[src/common/spcg_pkg.sv]
// Package with register map, field layout and types of the sleep port clock gating block
`default_nettype none
package spcg_pkg;
    // Number of gated port units
    localparam int unsigned NumPorts = 8;
    // APB address width in bits
    localparam int unsigned AddrWidth = 12;
    // Register byte offsets
    localparam logic [11:0] RunGateOffset = 12'h108;
    localparam logic [11:0] SleepGateOffset = 12'h118;
    localparam logic [11:0] DeepGateOffset = 12'h128;
    localparam logic [11:0] ClockCfgOffset = 12'h140;
    localparam logic [11:0] IrqStatusOffset = 12'h144;
    localparam logic [11:0] IrqMaskOffset = 12'h148;
    // Field positions: port A at bit 0 up to port H at bit 7
    localparam int unsigned PortALsb = 0;
    localparam int unsigned PortHMsb = 7;
    // Position of the automatic clock gating flag in the clock configuration register
    localparam int unsigned AutoGateBit = 0;
    // Reset values
    localparam logic [7:0] GateReset = 8'h00;
    localparam logic [7:0] IrqMaskReset = 8'h00;
    localparam logic [7:0] IrqStatusReset = 8'h00;
    localparam logic AutoGateReset = 1'h0;
    localparam logic [31:0] ReadZero = 32'h00000000;

    // System operating mode
    typedef enum logic [1:0] {
        ModeRun = 2'b00,
        ModeSleep = 2'b01,
        ModeDeep = 2'b10
    } spcg_mode_t;

    // Entire state of the top module
    typedef struct packed {
        logic [7:0] runGate;
        logic [7:0] sleepGate;
        logic [7:0] deepGate;
        logic autoGate;
        logic [7:0] irqStatus;
        logic [7:0] irqMask;
        logic [31:0] readData;
        logic slvErr;
        logic [7:0] portClkEn;
        logic [7:0] portFault;
        logic [7:0] portDone;
    } spcg_state_t;
endpackage
`default_nettype wire

[src/common/spcg_gate_if.sv]
// Interface carrying the gating registers and mode to the enable selector
`timescale 1ns/100ps
`default_nettype none
interface spcg_gate_if;
    // Gating registers for each mode
    logic [7:0] runGate;
    logic [7:0] sleepGate;
    logic [7:0] deepGate;
    // Automatic clock gating flag
    logic autoGate;
    // Current system mode
    spcg_pkg::spcg_mode_t mode;
    // Resulting per-port clock enables
    logic [7:0] effEn;

    // Register side
    modport ctrl (
        output runGate,
        output sleepGate,
        output deepGate,
        output autoGate,
        output mode,
        input effEn
    );
    // Selector side
    modport sel (
        input runGate,
        input sleepGate,
        input deepGate,
        input autoGate,
        input mode,
        output effEn
    );
endinterface
`default_nettype wire

[src/design/spcg_gate_sel.sv]
// Per-port clock enable selection from the run, sleep and deep-sleep gating registers
`timescale 1ns/100ps
`default_nettype none
module spcg_gate_sel (
    // Gating registers in, enables out
    spcg_gate_if.sel gate
);
    // Sleep gating is honoured only with automatic gating on
    logic useSleep;
    // Deep-sleep gating is honoured only with automatic gating on
    logic useDeep;

    // Mode decode; without the flag sleep modes keep the run enables
    always_comb begin
        useSleep = gate.autoGate && (gate.mode == spcg_pkg::ModeSleep);
        useDeep = gate.autoGate && (gate.mode == spcg_pkg::ModeDeep);
    end

    // One selector per port unit
    for (genvar i = 0; i < spcg_pkg::NumPorts; i++) begin : gPort
        always_comb begin
            if (useDeep) begin
                gate.effEn[i] = gate.deepGate[i];
            end else if (useSleep) begin
                gate.effEn[i] = gate.sleepGate[i];
            end else begin
                gate.effEn[i] = gate.runGate[i];
            end
        end
    end
endmodule
`default_nettype wire

[src/design/spcg_top.sv]
// Sleep port clock gating block with APB registers and bus fault checking
//
// Implementation choice: the APB slave port.
`timescale 1ns/100ps
`default_nettype none
// Functional notes
// - Gating bit set clocks port, clear disables it
// - Port H at bit 7 down to A at 0
// - Access to unclocked port answers bus fault
// - Sleep gating register resets to all zero
// - Sleep register applies only during Sleep
// - Run register supplies enables while running
// - Deep-sleep register supplies enables in Deep-Sleep
// - Sleep registers used only with automatic flag
// - Bit positions without a port have no effect
module spcg_top (
    // Clock, reset and enable
    input wire logic clk,
    input wire logic rst_n,
    input wire logic ce,
    // APB slave
    input wire logic psel,
    input wire logic penable,
    input wire logic pwrite,
    input wire logic [11:0] paddr,
    input wire logic [31:0] pwdata,
    output logic [31:0] prdata,
    output logic pready,
    output logic pslverr,
    // System operating mode
    input wire logic [1:0] sysMode,
    // Port access requests, one pulse bit per port
    input wire logic [7:0] portReq,
    // Port clock enables and access answers
    output logic [7:0] portClkEn,
    output logic [7:0] portDone,
    output logic [7:0] portFault,
    // Interrupt
    output logic irq
);
    // Registered state and its next value
    spcg_pkg::spcg_state_t state_q;
    spcg_pkg::spcg_state_t state_d;
    // Link to the enable selector
    spcg_gate_if gateLink ();
    // Bus phase decodes
    logic setupPhase;
    logic accessPhase;
    logic wrAccess;
    // Address hits
    logic hitRun;
    logic hitSleep;
    logic hitDeep;
    logic hitCfg;
    logic hitStatus;
    logic hitMask;
    logic hitAny;
    // Port access outcomes this cycle
    logic [7:0] faultCause;
    logic [7:0] doneCause;
    // Mode in enum form
    spcg_pkg::spcg_mode_t modeNow;

    // Enable selector; it looks at the registered gate values and the unregistered sysMode
    spcg_gate_sel uSel (
        .gate(gateLink.sel)
    );

    // Feed the selector from current register state
    always_comb begin
        modeNow = spcg_pkg::spcg_mode_t'(sysMode);
        gateLink.runGate = state_q.runGate;
        gateLink.sleepGate = state_q.sleepGate;
        gateLink.deepGate = state_q.deepGate;
        gateLink.autoGate = state_q.autoGate;
        gateLink.mode = modeNow;
    end

    // APB phase and address decode
    always_comb begin
        setupPhase = psel && !penable;
        accessPhase = psel && penable;
        wrAccess = accessPhase && pwrite && ce;
        hitRun = (paddr == spcg_pkg::RunGateOffset);
        hitSleep = (paddr == spcg_pkg::SleepGateOffset);
        hitDeep = (paddr == spcg_pkg::DeepGateOffset);
        hitCfg = (paddr == spcg_pkg::ClockCfgOffset);
        hitStatus = (paddr == spcg_pkg::IrqStatusOffset);
        hitMask = (paddr == spcg_pkg::IrqMaskOffset);
        hitAny = hitRun || hitSleep || hitDeep || hitCfg || hitStatus || hitMask;
    end

    // Port accesses are judged against the enables the ports really have now
    always_comb begin
        faultCause = portReq & ~state_q.portClkEn;
        doneCause = portReq & state_q.portClkEn;
    end

    // Next-state logic for the whole block
    always_comb begin
        state_d = state_q;
        // Clock enables follow the selector one cycle later, glitch free
        state_d.portClkEn = gateLink.effEn;
        // Access answers last one cycle
        state_d.portFault = faultCause;
        state_d.portDone = doneCause;
        // Read data is fetched in the setup cycle so the access phase needs no wait
        if (setupPhase) begin
            state_d.readData = spcg_pkg::ReadZero;
            state_d.slvErr = !hitAny;
            if (hitRun) begin
                state_d.readData[7:0] = state_q.runGate;
            end else if (hitSleep) begin
                state_d.readData[7:0] = state_q.sleepGate;
            end else if (hitDeep) begin
                state_d.readData[7:0] = state_q.deepGate;
            end else if (hitCfg) begin
                state_d.readData[spcg_pkg::AutoGateBit] = state_q.autoGate;
            end else if (hitStatus) begin
                state_d.readData[7:0] = state_q.irqStatus;
            end else if (hitMask) begin
                state_d.readData[7:0] = state_q.irqMask;
            end else begin
                state_d.readData = spcg_pkg::ReadZero;
            end
        end
        // Register writes; bits 31 to 8 have no storage and drop silently
        if (wrAccess) begin
            if (hitRun) begin
                state_d.runGate = pwdata[spcg_pkg::PortHMsb:spcg_pkg::PortALsb];
            end
            if (hitSleep) begin
                state_d.sleepGate = pwdata[spcg_pkg::PortHMsb:spcg_pkg::PortALsb];
            end
            if (hitDeep) begin
                state_d.deepGate = pwdata[spcg_pkg::PortHMsb:spcg_pkg::PortALsb];
            end
            if (hitCfg) begin
                state_d.autoGate = pwdata[spcg_pkg::AutoGateBit];
            end
            if (hitMask) begin
                state_d.irqMask = pwdata[7:0];
            end
        end
        // Sticky fault status; a new fault wins over a clearing write
        if (wrAccess && hitStatus) begin
            state_d.irqStatus = (state_q.irqStatus & ~pwdata[7:0]) | faultCause;
        end else begin
            state_d.irqStatus = state_q.irqStatus | faultCause;
        end
    end

    // State register; reset overrides the clock enable so the block always starts clean
    always_ff @(posedge clk) begin
        if (!rst_n) begin
            state_q.runGate <= spcg_pkg::GateReset;
            state_q.sleepGate <= spcg_pkg::GateReset;
            state_q.deepGate <= spcg_pkg::GateReset;
            state_q.autoGate <= spcg_pkg::AutoGateReset;
            state_q.irqStatus <= spcg_pkg::IrqStatusReset;
            state_q.irqMask <= spcg_pkg::IrqMaskReset;
            state_q.readData <= spcg_pkg::ReadZero;
            state_q.slvErr <= 1'h0;
            state_q.portClkEn <= spcg_pkg::GateReset;
            state_q.portFault <= 8'h00;
            state_q.portDone <= 8'h00;
        end else if (ce) begin
            state_q <= state_d;
        end
    end

    // Outputs; pready and pslverr are gated combinationally by the access phase, everything else comes from flops
    always_comb begin
        prdata = state_q.readData;
        pslverr = state_q.slvErr && accessPhase;
        pready = accessPhase && ce;
        portClkEn = state_q.portClkEn;
        portFault = state_q.portFault;
        portDone = state_q.portDone;
        irq = |(state_q.irqStatus & state_q.irqMask);
    end

    // Helper views for the checks below
    logic [7:0] runSeen;
    logic [7:0] sleepSeen;
    logic [7:0] deepSeen;
    logic [7:0] clkEnSeen;
    logic autoSeen;
    always_comb begin
        runSeen = state_q.runGate;
        sleepSeen = state_q.sleepGate;
        deepSeen = state_q.deepGate;
        clkEnSeen = state_q.portClkEn;
        autoSeen = state_q.autoGate;
    end

    // After reset the sleep gates and all port clocks are off
    a_reset_all_off: assert property (@(posedge clk)
        !rst_n |=> (sleepSeen == 8'h00) && (clkEnSeen == 8'h00) && (prdata[31:8] == 24'h000000))
        else $error("Gating not cleared by reset");

    // An access to an unclocked port faults next cycle, never together with a done
    a_fault_unclocked: assert property (@(posedge clk) disable iff (!rst_n)
        ce |=> (portFault == $past(faultCause)) && ((portFault & portDone) == 8'h00))
        else $error("Port fault does not match clock state");

    // A clocked port completes its access
    a_done_clocked: assert property (@(posedge clk) disable iff (!rst_n)
        (ce && (doneCause != 8'h00)) |=> (portDone != 8'h00) && (portFault != 8'hff))
        else $error("Clocked port access did not complete");

    // Sleep with the flag set takes the sleep register
    a_sleep_select: assert property (@(posedge clk) disable iff (!rst_n)
        (ce && (sysMode == spcg_pkg::ModeSleep) && autoSeen) |=> (clkEnSeen == $past(sleepSeen)))
        else $error("Sleep enables not applied");

    // Running takes the run register
    a_run_select: assert property (@(posedge clk) disable iff (!rst_n)
        (ce && (sysMode == spcg_pkg::ModeRun)) |=> (clkEnSeen == $past(runSeen)))
        else $error("Run enables not applied");

    // Deep-Sleep with the flag set takes the deep-sleep register
    a_deep_select: assert property (@(posedge clk) disable iff (!rst_n)
        (ce && (sysMode == spcg_pkg::ModeDeep) && autoSeen) |=> (clkEnSeen == $past(deepSeen)))
        else $error("Deep-sleep enables not applied");

    // Without the flag every mode keeps the run enables
    a_flag_off_run: assert property (@(posedge clk) disable iff (!rst_n)
        (ce && !autoSeen) |=> (clkEnSeen == $past(runSeen)))
        else $error("Sleep gating used with flag clear");

    // A write to the sleep register lands bit for bit in that register
    a_sleep_write_map: assert property (@(posedge clk) disable iff (!rst_n)
        (wrAccess && hitSleep) |=> (sleepSeen == $past(pwdata[7:0])))
        else $error("Sleep register write misplaced");

    // Upper bits always read zero on a sleep register read
    a_upper_zero: assert property (@(posedge clk) disable iff (!rst_n)
        (ce && setupPhase && hitSleep && !pwrite) |=> (prdata[31:8] == 24'h000000)
            && (prdata[7:0] == $past(sleepSeen)))
        else $error("Sleep register read wrong");

    // Ports have no hidden state beyond bit 7, so the gate value fits the byte
    a_unused_bits: assert property (@(posedge clk) disable iff (!rst_n)
        (wrAccess && hitSleep && (pwdata[7:0] == 8'h00)) |=> (sleepSeen == 8'h00))
        else $error("Upper write bits leaked into gating");

    // Unmapped addresses answer with an error in the access phase
    a_unmapped_err: assert property (@(posedge clk) disable iff (!rst_n)
        (ce && setupPhase && !hitAny) |=> (penable && psel) |-> pslverr)
        else $error("Unmapped address not refused");

    // A port fault sets its sticky status bit even under a clearing write
    a_fault_sticky_set: assert property (@(posedge clk) disable iff (!rst_n)
        (ce && (faultCause != 8'h00)) |=> ((state_q.irqStatus & $past(faultCause))
            == $past(faultCause)))
        else $error("Port fault status not latched");

    // Clock enable low holds every register, bus and port state alike
    a_freeze_hold: assert property (@(posedge clk) disable iff (!rst_n)
        !ce |=> (state_q == $past(state_q)))
        else $error("State moved while clock enable low");
endmodule
`default_nettype wire

[config.mk]
export PLATFORM = sky130hd
export DESIGN_NAME = spcg_top
export DESIGN_NICKNAME = d
export VERILOG_FILES = /design/src/common/spcg_pkg.sv /design/src/common/spcg_gate_if.sv /design/src/design/spcg_gate_sel.sv /design/src/design/spcg_top.sv
export SDC_FILE = /design/constraint.sdc
export NUM_CORES = 1
export LEC_CHECK = 0
export BUFFER_PORTS_ARGS = -buffer_cell sky130_fd_sc_hd__buf_2
export CELL_PAD_IN_SITES_DETAIL_PLACEMENT = 2
export CELL_PAD_IN_SITES_GLOBAL_PLACEMENT = 2
export CORE_UTILIZATION = 29
export CTS_CLUSTER_DIAMETER = 120
export DETAILED_ROUTE_END_ITERATION = 10
export GPL_ROUTABILITY_DRIVEN = 0
export PLACE_DENSITY = 0.91
export SETUP_SLACK_MARGIN = 0.1
export SLEW_MARGIN = 25
export SYNTH_ARGS = -nofsm -noshare
export SYNTH_HDL_FRONTEND = slang
export SYNTH_SLANG_ARGS = --single-unit
[constraint.sdc]
create_clock -name clk -period 2.7 [get_ports clk]
set_input_delay 0.54 -clock clk [delete_from_list [all_inputs] [get_ports clk]]
set_output_delay 0.54 -clock clk [all_outputs]
set_load 0.01 [all_outputs]
# ---- Yosys cells after proc, flatten, opt, wreduce, memory -nomap -nowiden
# Index checks and enable logic that the tools add are counted.
dict set report op_classes {
  eq_ne 8
  mux 25
  n_bitwise 8
  reduce_logical 23
}
# cell count
set op_table {}
lappend op_table {{equality test 12 x 9 -> 1 bit, second input constant} 6}
lappend op_table {{two-way mux 8 bit} 6}
lappend op_table {{bitwise AND 8 bit} 4}
lappend op_table {{two-way mux 24 bit} 1}
lappend op_table {{two-way mux 1 bit} 17}
lappend op_table {{NOT 8 bit} 2}
lappend op_table {{OR 8 bit} 2}
lappend op_table {{AND reduction 3 bit} 5}
lappend op_table {{logical AND 1 bit} 9}
lappend op_table {{OR reduction 8 bit} 1}
lappend op_table {{two-way mux 7 bit} 1}
lappend op_table {{logical OR 1 bit} 5}
lappend op_table {{equality test 2 x 1 -> 1 bit, second input constant} 1}
lappend op_table {{equality test 2 bit, second input constant} 1}
lappend op_table {{zero test 1 bit} 2}
lappend op_table {{AND reduction 2 bit} 1}
dict set report word_totals {
  ff_bits 98
  in_bits 60
  out_inout_bits 59
  wordCells 75
}

# ---- Logic depth before layout (Yosys ltp)
# Gate-level depths: netlist of the first run.
dict set report logic_depth {
  word_depth 7
  mapped_depth 6
  ltp_nobuf 4
}

# ---- By module
# Synthesis of the first run repeated with hierarchy kept, for this count alone.
dict set report hier_totals {
  cells_unflattened 473
  area_unflattened_um2 4065.1
}
# module n_inst cells_each area_each_um2 seq_area_each_um2
set by_module_without_submodules {}
lappend by_module_without_submodules {spcg_top 1 424 3721.1 1481.4}
lappend by_module_without_submodules {spcg_gate_sel 1 49 344.1 0.0}

# ---- Least setup slack after synthesis of the first run
# No wires, ideal clock.
dict set report synth_timing {
  path_type {in2reg}
  from {input port paddr[1]}
  to {register gateLink.sleepGate[0] (netlist name)}
  setup_time_ns 0.125
  arrival_time_ns 1.991
  required_time_ns 2.575
  slack_ns 0.584
  stages 5
  n_path_buf 1
  path_cell_list {or4_1 buf_2 nor3_1 nand3_2 mux2i_1}
}
dict set report synth_between {
  elab_chain_len 2
}
# element line_no
set synth_rtl {}
lappend synth_rtl {{start, declared} spcg_top.sv:25} ;# input wire logic [11:0] paddr,
lappend synth_rtl {{equality test 12 x 9 -> 1 bit} spcg_top.sv:85} ;# hitSleep = (paddr == spcg_pkg::SleepGateOffset);
lappend synth_rtl {{AND reduction 3 bit (no source line)} n/a}
# Every way passes these cells.
# A chain may end at the register's enable or synchronous reset.

# ---- Final worst setup path of the first run
dict set report layout_timing {
  from {input port paddr[1]}
  to {register gateLink.runGate[6] (netlist name)}
}
dict set report layout_between {
  elab_chain_len 2
}
# element line_no
set layout_rtl {}
lappend layout_rtl {{equality test 12 x 9 -> 1 bit} spcg_top.sv:84} ;# hitRun = (paddr == spcg_pkg::RunGateOffset);
lappend layout_rtl {{AND reduction 3 bit (no source line)} n/a}
# Every way passes these cells.

==> results of run 1 <==
[through the flow]
stage,setup WS (ns),instance area [µm²],hold WS [ns],instances,total power [µW]
after floorplan,0.5838,3918,0.4263,469,1327
after global placement,0.2732,4044,0.4393,640,1366
after detailed placement,0.1489,4044,0.4468,640,1383
after CTS,0.3867,4352,0.4216,656,2667
after global routing,0.2992,4352,0.4482,656,2733
final,0.3202,4352,0.4349,656,2648
[final timing paths]
| check | startpoint | end | slack (ns) | depth (start not counted) |
|---|---|---|---|---|
| worst min-delay path | pwdata[5] | state_q[70]$_SDFFE_PN0P_ | 0.43 | 2 |
| worst max register to register | autoSeen$_SDFFE_PN0P_ | portClkEn[0]$_SDFFE_PN0P_ | 0.92 | 3 |
| worst max-delay path | paddr[1] | gateLink.runGate[6]$_SDFFE_PN0P_ | 0.32 | 5 |
| worst min register to register | prdata[3]$_SDFFE_PN0P_ | prdata[3]$_SDFFE_PN0P_ | 0.47 | 2 |
[synthesized netlist by cell type (13+ instances only)]
cell type	instances	area (µm²)
sky130_fd_sc_hd__dfxtp_1	74	1481
sky130_fd_sc_hd__buf_4	56	420.4
sky130_fd_sc_hd__nand2_1	50	187.7
sky130_fd_sc_hd__mux2i_1	34	340.3
sky130_fd_sc_hd__a21oi_1	26	130.1
sky130_fd_sc_hd__clkbuf_1	22	82.58
sky130_fd_sc_hd__a22oi_1	19	142.6
sky130_fd_sc_hd__nand2b_1	18	112.6
sky130_fd_sc_hd__o21ai_0	18	90.09
sky130_fd_sc_hd__inv_1	15	56.30
sky130_fd_sc_hd__nor2_1	13	48.80
sky130_fd_sc_hd__nor2b_1	13	81.33
[routing by layer]
metal,vias to the layer above,global-route usage [%],wire (µm)
li1,1560,-,-
met1,1726,23.16,5435
met2,114,38.78,7419
met3,44,2.884,497
met4,0,13.25,661
met5,-,0,0
[kinds of logic (layout without fill, tap and decap cells)]
group / count (synthesis) / after routing / synth area share [%]
other: 1 / 24 / 0.09788
AO/OA/AOI/OAI: 107 / 107 / 18.65
buffers and inverters: 98 / 113 / 15.19
AND/OR/NAND/NOR: 132 / 132 / 18.52
multiplexers: 34 / 34 / 8.883
flip-flops: 74 / 74 / 38.67
[layout make-up]
| type | count | area [µm²] |
|---|---|---|
| Clock buffer | 9 | 225.2 |
| Fill cell | 1424 | 8422 |
| Sequential cell | 74 | 1481 |
| Clock inverter | 7 | 82.58 |
| Timing Repair Buffer | 81 | 432.9 |
| Multi-Input combinational cell | 297 | 1854 |
| Tap cell | 172 | 215.2 |
| Inverter | 16 | 60.06 |
[flip-flops by register name (all words and copies together), names as in the netlist]
| signal | flops |
|---|---|
| autoSeen | 1 |
| portFault | 8 |
| state_q | 17 |
| deepSeen | 8 |
| portClkEn | 8 |
| prdata | 8 |
| gateLink.sleepGate | 8 |
| gateLink.runGate | 8 |
| portDone | 8 |
[report_power, final]
part	leakage [µW]	internal, µW	switching [µW]
logic	0.00122	78.0	155
clock network	0.000145	733	546
registers	0.000601	1120	21.5
total	0.00197	1930	722
==> implementation parameters, run 1 <==
Parameter                              Value

Detailed routing
  Remaining antenna violation count    0
  Final wirelength    14010 µm
  Wire length per cell after detailed routing    21.36 µm
  DRC marker count from the first detailed-route iteration    between 150 and 200
  Vias    3444
  Remaining DRCs    0
  TritonRoute pass-1 iters    4
  Routed via count divided by cell count    about 5.3

Power
  Power per cell area    608.6 nW/µm²
  LEAKAGE    0.001970 µW
  Maximum resistive drop on vdd    0.2948 mV

Clock tree
  Setup Buffers After CTS    0
  Number of buffers created by CTS    9
  CTS sink cnt    74
  Resize count post-CTS    0
  TritonCTS clock tree    built
  CTS Hold Buffers Added    0
  CTS max path bufs    2
  Register clock-pin slew on the reported worst setup and hold paths    0.07 ns
  Root Buffer    sky130_fd_sc_hd__clkbuf_16
  H-tree depth reported by CTS    3
  Clock latency of the later-clocked register in the worst-skew pair    between 0.3 and 0.4 ns

Floorplanning
  Starting density of the core    29.99%
  Number of top-level pins    roughly 120
  Core region area    12770 µm²
  Chip width    116.9 µm
  Vertical die dimension    around 120 µm
  Row Count    41
  Die footprint    13680 µm²

Cells and area
  Utilization after layout    34.07%
  Relative area change from synthesis to final layout    13.59%
  Fraction of final layout cells with drive strength greater than 1    20.87%
  Highest-count cells in the layout ignoring fill and taps    sky130_fd_sc_hd__dfxtp_1, sky130_fd_sc_hd__buf_2, sky130_fd_sc_hd__nand2_1, sky130_fd_sc_hd__mux2i_1, sky130_fd_sc_hd__a21oi_1
  Net total in the final layout    539
  Most common cell after layout, fill and taps aside    sky130_fd_sc_hd__dfxtp_1
  Number of diodes added for antenna fixing    0

Job
  Reported max-cap violation count    0

Timing
  Max-slew violation count    0
  Number of setup violations in the final report    0
  Final cycle utilization of the critical path    88.14%
  Final sum of negative setup slack    0 ns
  Maximum achievable frequency    420.2 MHz
  Setup clock skew after layout    0.01015 ns
  Number of hold violations in the final report    0
  RSZ-0062 raised after global routing    no
  Time the worst path needs with I/O delays and setup    2.380 ns
  Max transition margin    45.16%
  Actual transition at the worst max-transition pin    0.8171 ns

Logic synthesis
  Register bit total from synthesis    between 70 and 80
  Post-synth EDFFs    0
  Post-synthesis cell area    3831 µm²
  Async set-reset flop share out of synthesis    0%
  Leading register cell type out of synthesis    sky130_fd_sc_hd__dfxtp_1
  Number of different library cells in the post-synthesis netlist    42
  Yosys warning count    0
  Post-Synthesis Cells    446
  Register area share after synthesis    38.67%
  Synthesized area per cell    8.590 µm²

Worst setup path
  Crit-path max FO    8
  CP endpoint kind    flip-flop
  Dominant delay contributor by cell family on the critical path    simple AND/OR/NAND/NOR gates
  CP required    2.95 ns
  Data arrival time at the worst-slack endpoint    2.63 ns
  Worst setup path class    input port to flip-flop
  Type of origin of the critical path    input port
  Crit path buffers/inverters    1
  Worst path max stage delay    ~0.64 ns
  CP max stage cell    sky130_fd_sc_hd__or4_1
  CP cell instances    buf_2 -> or4_1 -> nor3_1 -> nand3_2 -> mux2i_1

Placed design
  # port buffers    70
  Final HPWL from detailed placement    9079 µm

Status
  Status    finished, final reports clean

GRT
  Pin count of the biggest net entering global routing    49
  First-pass GRT wire length    about 21000 µm
  Via count of the first global-routing pass    3851
  Overall routing resource usage    21.20%
  Initial antenna violation count    0
  Final global-route overflow total    0

Worst hold path
  Class of the worst hold path    input port to flip-flop
Note: power is estimated with default switching activity, not from simulation.
==> run 2: changes to the inputs <==
--- a/config.mk
+++ b/config.mk
@@ -8,11 +8,11 @@
 export BUFFER_PORTS_ARGS = -buffer_cell sky130_fd_sc_hd__buf_2
 export CELL_PAD_IN_SITES_DETAIL_PLACEMENT = 2
 export CELL_PAD_IN_SITES_GLOBAL_PLACEMENT = 2
-export CORE_UTILIZATION = 29
+export CORE_UTILIZATION = 32
 export CTS_CLUSTER_DIAMETER = 120
 export DETAILED_ROUTE_END_ITERATION = 10
 export GPL_ROUTABILITY_DRIVEN = 0
-export PLACE_DENSITY = 0.91
+export PLACE_DENSITY = 0.95
 export SETUP_SLACK_MARGIN = 0.1
 export SLEW_MARGIN = 25
 export SYNTH_ARGS = -nofsm -noshare
==> constraint.sdc (replaced) <==
create_clock -name clk -period 2.8 [get_ports clk]
set_input_delay 0.56 -clock clk [delete_from_list [all_inputs] [get_ports clk]]
set_output_delay 0.56 -clock clk [all_outputs]
set_load 0.01 [all_outputs]
==> run 2 against run 1 <==
  * The run now ends with DRC left
  * Clock skew shrank 0.0015 ns
  * Sequential share of layout area is 0.14 points higher
  * Clock-buffer cell count rose by 1
  * Final area shrank 0.40%
  * Critical endpoint is now gateLink.sleepGate[0]$_SDFFE_PN0P_
==> implementation parameters, run 2 (synthesized netlist as in run 1, its figures left out) <==
Parameter                              Value

Worst setup path
  Type of origin of the critical path    input port
  Crit-path max FO    8
  Data arrival time at the worst-slack endpoint    2.67 ns
  CP required    3.03 ns
  CP endpoint kind    flip-flop
  Worst setup path class    input port to flip-flop

Floorplanning
  Chip width    111.4 µm
  Starting density of the core    33.13%
  Number of top-level pins    between 100 and 150
  Vertical die dimension    approximately 110 µm
  Row Count    39
  Core region area    11560 µm²
  Die footprint    approximately 12000 µm²

Detailed routing
  Highest Signal Layer    met4
  Remaining antenna violation count    0
  Wire length per cell after detailed routing    between 20 and 25 µm
  Remaining DRCs    10
  Detail Route met2 WL    7651 µm
  Final wirelength    13750 µm
  TritonRoute pass-1 iters    8
  Vias    3403
  Met1 layer wirelength in the final routing    5174 µm
  Met3 routed WL    slightly above 500 µm
  Routed via count divided by cell count    5.427
  DRC marker count from the first detailed-route iteration    288

Cells and area
  Largest register by flop count    state_q
  Flip-flop count of the largest register, all copies and words added    17
  Net total in the final layout    539
  Most common cell after layout, fill and taps aside    sky130_fd_sc_hd__dfxtp_1
  Filler Cell Count    approximately 1.3k
  Highest-count cells in the layout ignoring fill and taps    sky130_fd_sc_hd__dfxtp_1, sky130_fd_sc_hd__buf_2, sky130_fd_sc_hd__nand2_1, sky130_fd_sc_hd__mux2i_1, sky130_fd_sc_hd__a21oi_1
  Relative area change from synthesis to final layout    13.13%
  Fraction of final layout cells with drive strength greater than 1    20.87%
  Number of diodes added for antenna fixing    0

Power
  Net switching share of the total power    approximately a quarter
  LEAKAGE    0.001971 µW
  Reported net switching power    641.5 µW
  Maximum resistive drop on vdd    between 0.2 and 0.25 mV
  Power per cell area    594.2 nW/µm²
  Combinational group share of total power    about 8.7%
  Internal power of the cells    1934 µW
  Part of the power in the clock network    48.8%
  Reg power frac    42.6%

Clock tree
  H-tree depth reported by CTS    3
  CTS Hold Buffers Added    0
  Clock latency of the later-clocked register in the worst-skew pair    0.34 ns
  TritonCTS clock tree    built
  Resize count post-CTS    0
  CTS max path bufs    2
  Root Buffer    sky130_fd_sc_hd__clkbuf_16
  Register clock-pin slew on the reported worst setup and hold paths    0.06 ns
  Number of buffers created by CTS    9
  Setup Buffers After CTS    0
  CTS sink cnt    74

Worst hold path
  Class of the worst hold path    input port to flip-flop

Timing
  Actual transition at the worst max-transition pin    approximately 0.79 ns
  Max transition margin    46.90%
  Max-slew violation count    0
  Number of hold violations in the final report    0
  Setup clock skew after layout    0.008642 ns
  Maximum achievable frequency    409.9 MHz
  Min setup slack post-route    about 0.36 ns
  Final sum of negative setup slack    0 ns
  Final cycle utilization of the critical path    between 80% and 90%
  Time the worst path needs with I/O delays and setup    2.439 ns
  RSZ-0062 raised after global routing    no
  Number of setup violations in the final report    0

Status
  Failing checks    DRC
  Status    finished with violations

Job
  Reported max-cap violation count    0

GRT
  Initial antenna violation count    0
  Final global-route overflow total    0
  Pin count of the biggest net entering global routing    59
  Via count of the first global-routing pass    around 3.8k
  First-pass GRT wire length    21550 µm
  Overall routing resource usage    ~23%

Placed design
  Minimum setup slack after placement    0.06064 ns
  # port buffers    70
  Final HPWL from detailed placement    9149 µm
run 2: critical path, cell delays in order:
cell                      delay [ns]
sky130_fd_sc_hd__buf_2          0.09
sky130_fd_sc_hd__or4_1          0.65
sky130_fd_sc_hd__nor3_1         0.52
sky130_fd_sc_hd__nand3_2        0.45
sky130_fd_sc_hd__mux2i_1        0.39
run 2: power groups by stage:
stage / clock (µW) / sequential [µW] / combinational (µW)
finish: 1260 / 1100 / 223
global route: 1320 / 1100 / 241
CTS: 1270 / 1100 / 223
detailed placement: 0 / 1120 / 216
global placement: 0 / 1110 / 203
floorplan: 0 / 1110 / 169
run 2: layout make-up:
cell class              count  area, µm²  area share [%]
clock buffers              10      229.0           5.283
repair buffers             81      432.9           9.988
flip-flops and latches     74       1481           34.18
inverters                  16      60.06           1.386
multi-input cells         297       1861           42.93
clock inverters             6      91.34           2.107
well taps                 143      178.9           4.128
run 2: metal layers:
layer  global-route usage [%]  vias to the layer above
met5                        0                        -
met4                    10.63                        0
met3                    4.137                       24
met2                    43.88                      104
met1                    24.10                     1725
li1                         -                     1550
run 2: worst paths after layout:
| kind | start | endpoint | slack (ns) | depth (start not counted) |
|---|---|---|---|---|
| max | paddr[1] | gateLink.sleepGate[0]$_SDFFE_PN0P_ | 0.36 | 5 |
| min | pwdata[1] | state_q[66]$_SDFFE_PN0P_ | 0.45 | 2 |
| min reg2reg | prdata[3]$_SDFFE_PN0P_ | prdata[3]$_SDFFE_PN0P_ | 0.46 | 2 |
| max reg2reg | autoSeen$_SDFFE_PN0P_ | portClkEn[5]$_SDFFE_PN0P_ | 0.96 | 3 |
run 2: per-stage QoR:
step / total power (µW) / instances / instance area (µm²) / util, % / hold slack [ns]
2_1_floorplan: 1280 / 469 / 3918 / - / 0.4263
3_3_place_gp: 1317 / 611 / 4014 / 34.71 / 0.4398
3_5_place_dp: 1334 / 611 / 4014 / 34.71 / 0.4476
4_1_cts: 2592 / 627 / 4334 / 37.48 / 0.4482
5_1_grt: 2661 / 627 / 4334 / 37.48 / 0.4487
6_report: 2575 / 627 / 4334 / 37.48 / 0.4514
==> run 3: changes to the inputs <==
==> constraint.sdc (replaced) <==
create_clock -name clk -period 2.8 [get_ports clk]
set_input_delay 0.56 -clock clk [delete_from_list [all_inputs] [get_ports clk]]
set_output_delay 0.56 -clock clk [all_outputs]
set_load 0.05 [all_outputs]
==> run 3 against run 2 <==
  * Critical path type unchanged
  * Worst hold slack got worse by 0.0016 ns
  * Critical endpoint is now gateLink.runGate[0]$_SDFFE_PN0P_
  * Sequential share of layout area is 0.37 points lower
  * The flow still finishes with violations (DRC)
  * Largest cell class unchanged
  * Via count is 3.3% higher
  * Highest routed layer unchanged
  * First-iteration DRC count shrank 40%
  * Power up 12%
==> implementation parameters, run 3 (synthesized netlist as in run 1, its figures left out) <==
Parameter                              Value

Cells and area
  Most common cell after layout, fill and taps aside    sky130_fd_sc_hd__dfxtp_1
  Final Cell Area    roughly 4400 µm²
  Number of diodes added for antenna fixing    0
  Largest register by flop count    state_q
  Flip-flop count of the largest register, all copies and words added    17
  Relative area change from synthesis to final layout    14.37%
  Highest-count cells in the layout ignoring fill and taps    sky130_fd_sc_hd__dfxtp_1, sky130_fd_sc_hd__buf_2, sky130_fd_sc_hd__nand2_1, sky130_fd_sc_hd__mux2i_1, sky130_fd_sc_hd__a21oi_1
  Net total in the final layout    539
  Fraction of final layout cells with drive strength greater than 1    20.87%

Timing
  Number of hold violations in the final report    0
  RSZ-0062 raised after global routing    no
  Final cycle utilization of the critical path    between 80 and 90%
  Maximum achievable frequency    roughly 430 MHz
  Final-layout worst hold slack    0.4498 ns
  Final sum of negative setup slack    0 ns
  Min setup slack post-route    0.4738 ns
  Time the worst path needs with I/O delays and setup    2.326 ns
  Number of setup violations in the final report    0
  Actual transition at the worst max-transition pin    0.9542 ns
  Max-slew violation count    0
  Setup clock skew after layout    0.007267 ns
  Max transition margin    35.96%

Power
  Reg power frac    between 30% and 40%
  Combinational group share of total power    11.5%
  Maximum resistive drop on vdd    0.2762 mV
  Internal power of the cells    2136 µW
  Post-route total power    around 2900 µW
  LEAKAGE    0.002006 µW
  Power per cell area    657.3 nW/µm²
  Reported net switching power    approximately 740 µW
  Net switching share of the total power    25.82%
  Part of the power in the clock network    50.4%

Floorplanning
  Vertical die dimension    111.4 µm
  Row Count    39
  Core region area    11560 µm²
  Number of top-level pins    119
  Die footprint    ~12000 µm²
  Chip width    111.4 µm
  Starting density of the core    33.13%

GRT
  First-pass GRT wire length    23080 µm
  Final global-route overflow total    0
  Pin count of the biggest net entering global routing    ~60
  Via count of the first global-routing pass    3956
  Initial antenna violation count    0
  Overall routing resource usage    about a quarter

Detailed routing
  Routed via count divided by cell count    5.606
  Wire length per cell after detailed routing    23.84 µm
  Vias    3515
  DRC marker count from the first detailed-route iteration    174
  Highest Signal Layer    met4
  Final wirelength    14950 µm
  Met1 layer wirelength in the final routing    5450 µm
  Met3 routed WL    759 µm
  Remaining DRCs    10
  Remaining antenna violation count    0
  Detail Route met2 WL    8067 µm
  TritonRoute pass-1 iters    7

Clock tree
  Clock latency of the later-clocked register in the worst-skew pair    0.35 ns
  Resize count post-CTS    0
  CTS sink cnt    74
  CTS Hold Buffers Added    0
  H-tree depth reported by CTS    3
  Register clock-pin slew on the reported worst setup and hold paths    0.06 ns
  Root Buffer    sky130_fd_sc_hd__clkbuf_16
  TritonCTS clock tree    built
  CTS max path bufs    2
  Setup Buffers After CTS    0
  Number of buffers created by CTS    9

Status
  Failing checks    DRC
  Status    finished with violations

Worst setup path
  CP required    3.05 ns
  Worst setup path class    input port to flip-flop
  Type of origin of the critical path    input port
  Data arrival time at the worst-slack endpoint    about 2.6 ns
  CP max stage cell    sky130_fd_sc_hd__or4_1
  CP endpoint kind    flip-flop
  Crit-path max FO    8
  Crit path buffers/inverters    1
  Worst path max stage delay    0.65 ns
  Dominant delay contributor by cell family on the critical path    simple AND/OR/NAND/NOR gates
  CP cell instances    buf_2 -> or4_1 -> nor3_1 -> nand3_2 -> mux2i_1

Placed design
  # port buffers    70
  Minimum setup slack after placement    0.1936 ns
  Placement Cell Area    about 4000 µm²
  Final HPWL from detailed placement    9151 µm

Job
  Reported max-cap violation count    0

Worst hold path
  Class of the worst hold path    input port to flip-flop
run 3: cell count changes in the layout (fill, tap and decap cells not counted):
cell / delta
sky130_fd_sc_hd__clkbuf_8: +1
sky130_fd_sc_hd__clkinv_2: +1
sky130_fd_sc_hd__clkinv_4: -1
sky130_fd_sc_hd__clkinvlp_4: -3
sky130_fd_sc_hd__bufinv_16: +2
run 3: metal layers:
layer  up-vias  track usage (%)
met5         -                0
met2       132            45.75
met3        44            5.335
met1      1782            25.29
met4         0            15.05
li1       1557                -
run 3: cell type report:
class                   instances  area [µm²]
repair buffers                 81       432.9
well taps                     143       178.9
fillers                      1279        7183
multi-input cells             297        1861
inverters                      16       60.06
clock buffers                  11       242.7
flip-flops and latches         74        1481
clock inverters                 5       125.1
run 3: final timing paths:
kind	from	end	slack, ns	depth (start not counted)
min reg2reg	portDone[1]$_SDFFE_PN0P_	portDone[1]$_SDFFE_PN0P_	0.47	2
min	pwdata[1]	state_q[66]$_SDFFE_PN0P_	0.45	2
max	paddr[1]	gateLink.runGate[0]$_SDFFE_PN0P_	0.47	5
max reg2reg	autoSeen$_SDFFE_PN0P_	portClkEn[5]$_SDFFE_PN0P_	0.78	3
run 3: through the flow:
step	utilization (%)	std cells
floorplan	-	469
global placement	34.71	611
detailed placement	34.71	611
CTS	37.89	627
global route	37.89	627
finish	37.89	627
run 3: power groups by stage:
stage	combinational (µW)	clock [µW]	sequential, µW
after floorplan	273	0	1110
after CTS	331	1460	1100
after global placement	304	0	1110
after detailed placement	319	0	1120
after global routing	348	1510	1100
final	332	1450	1100
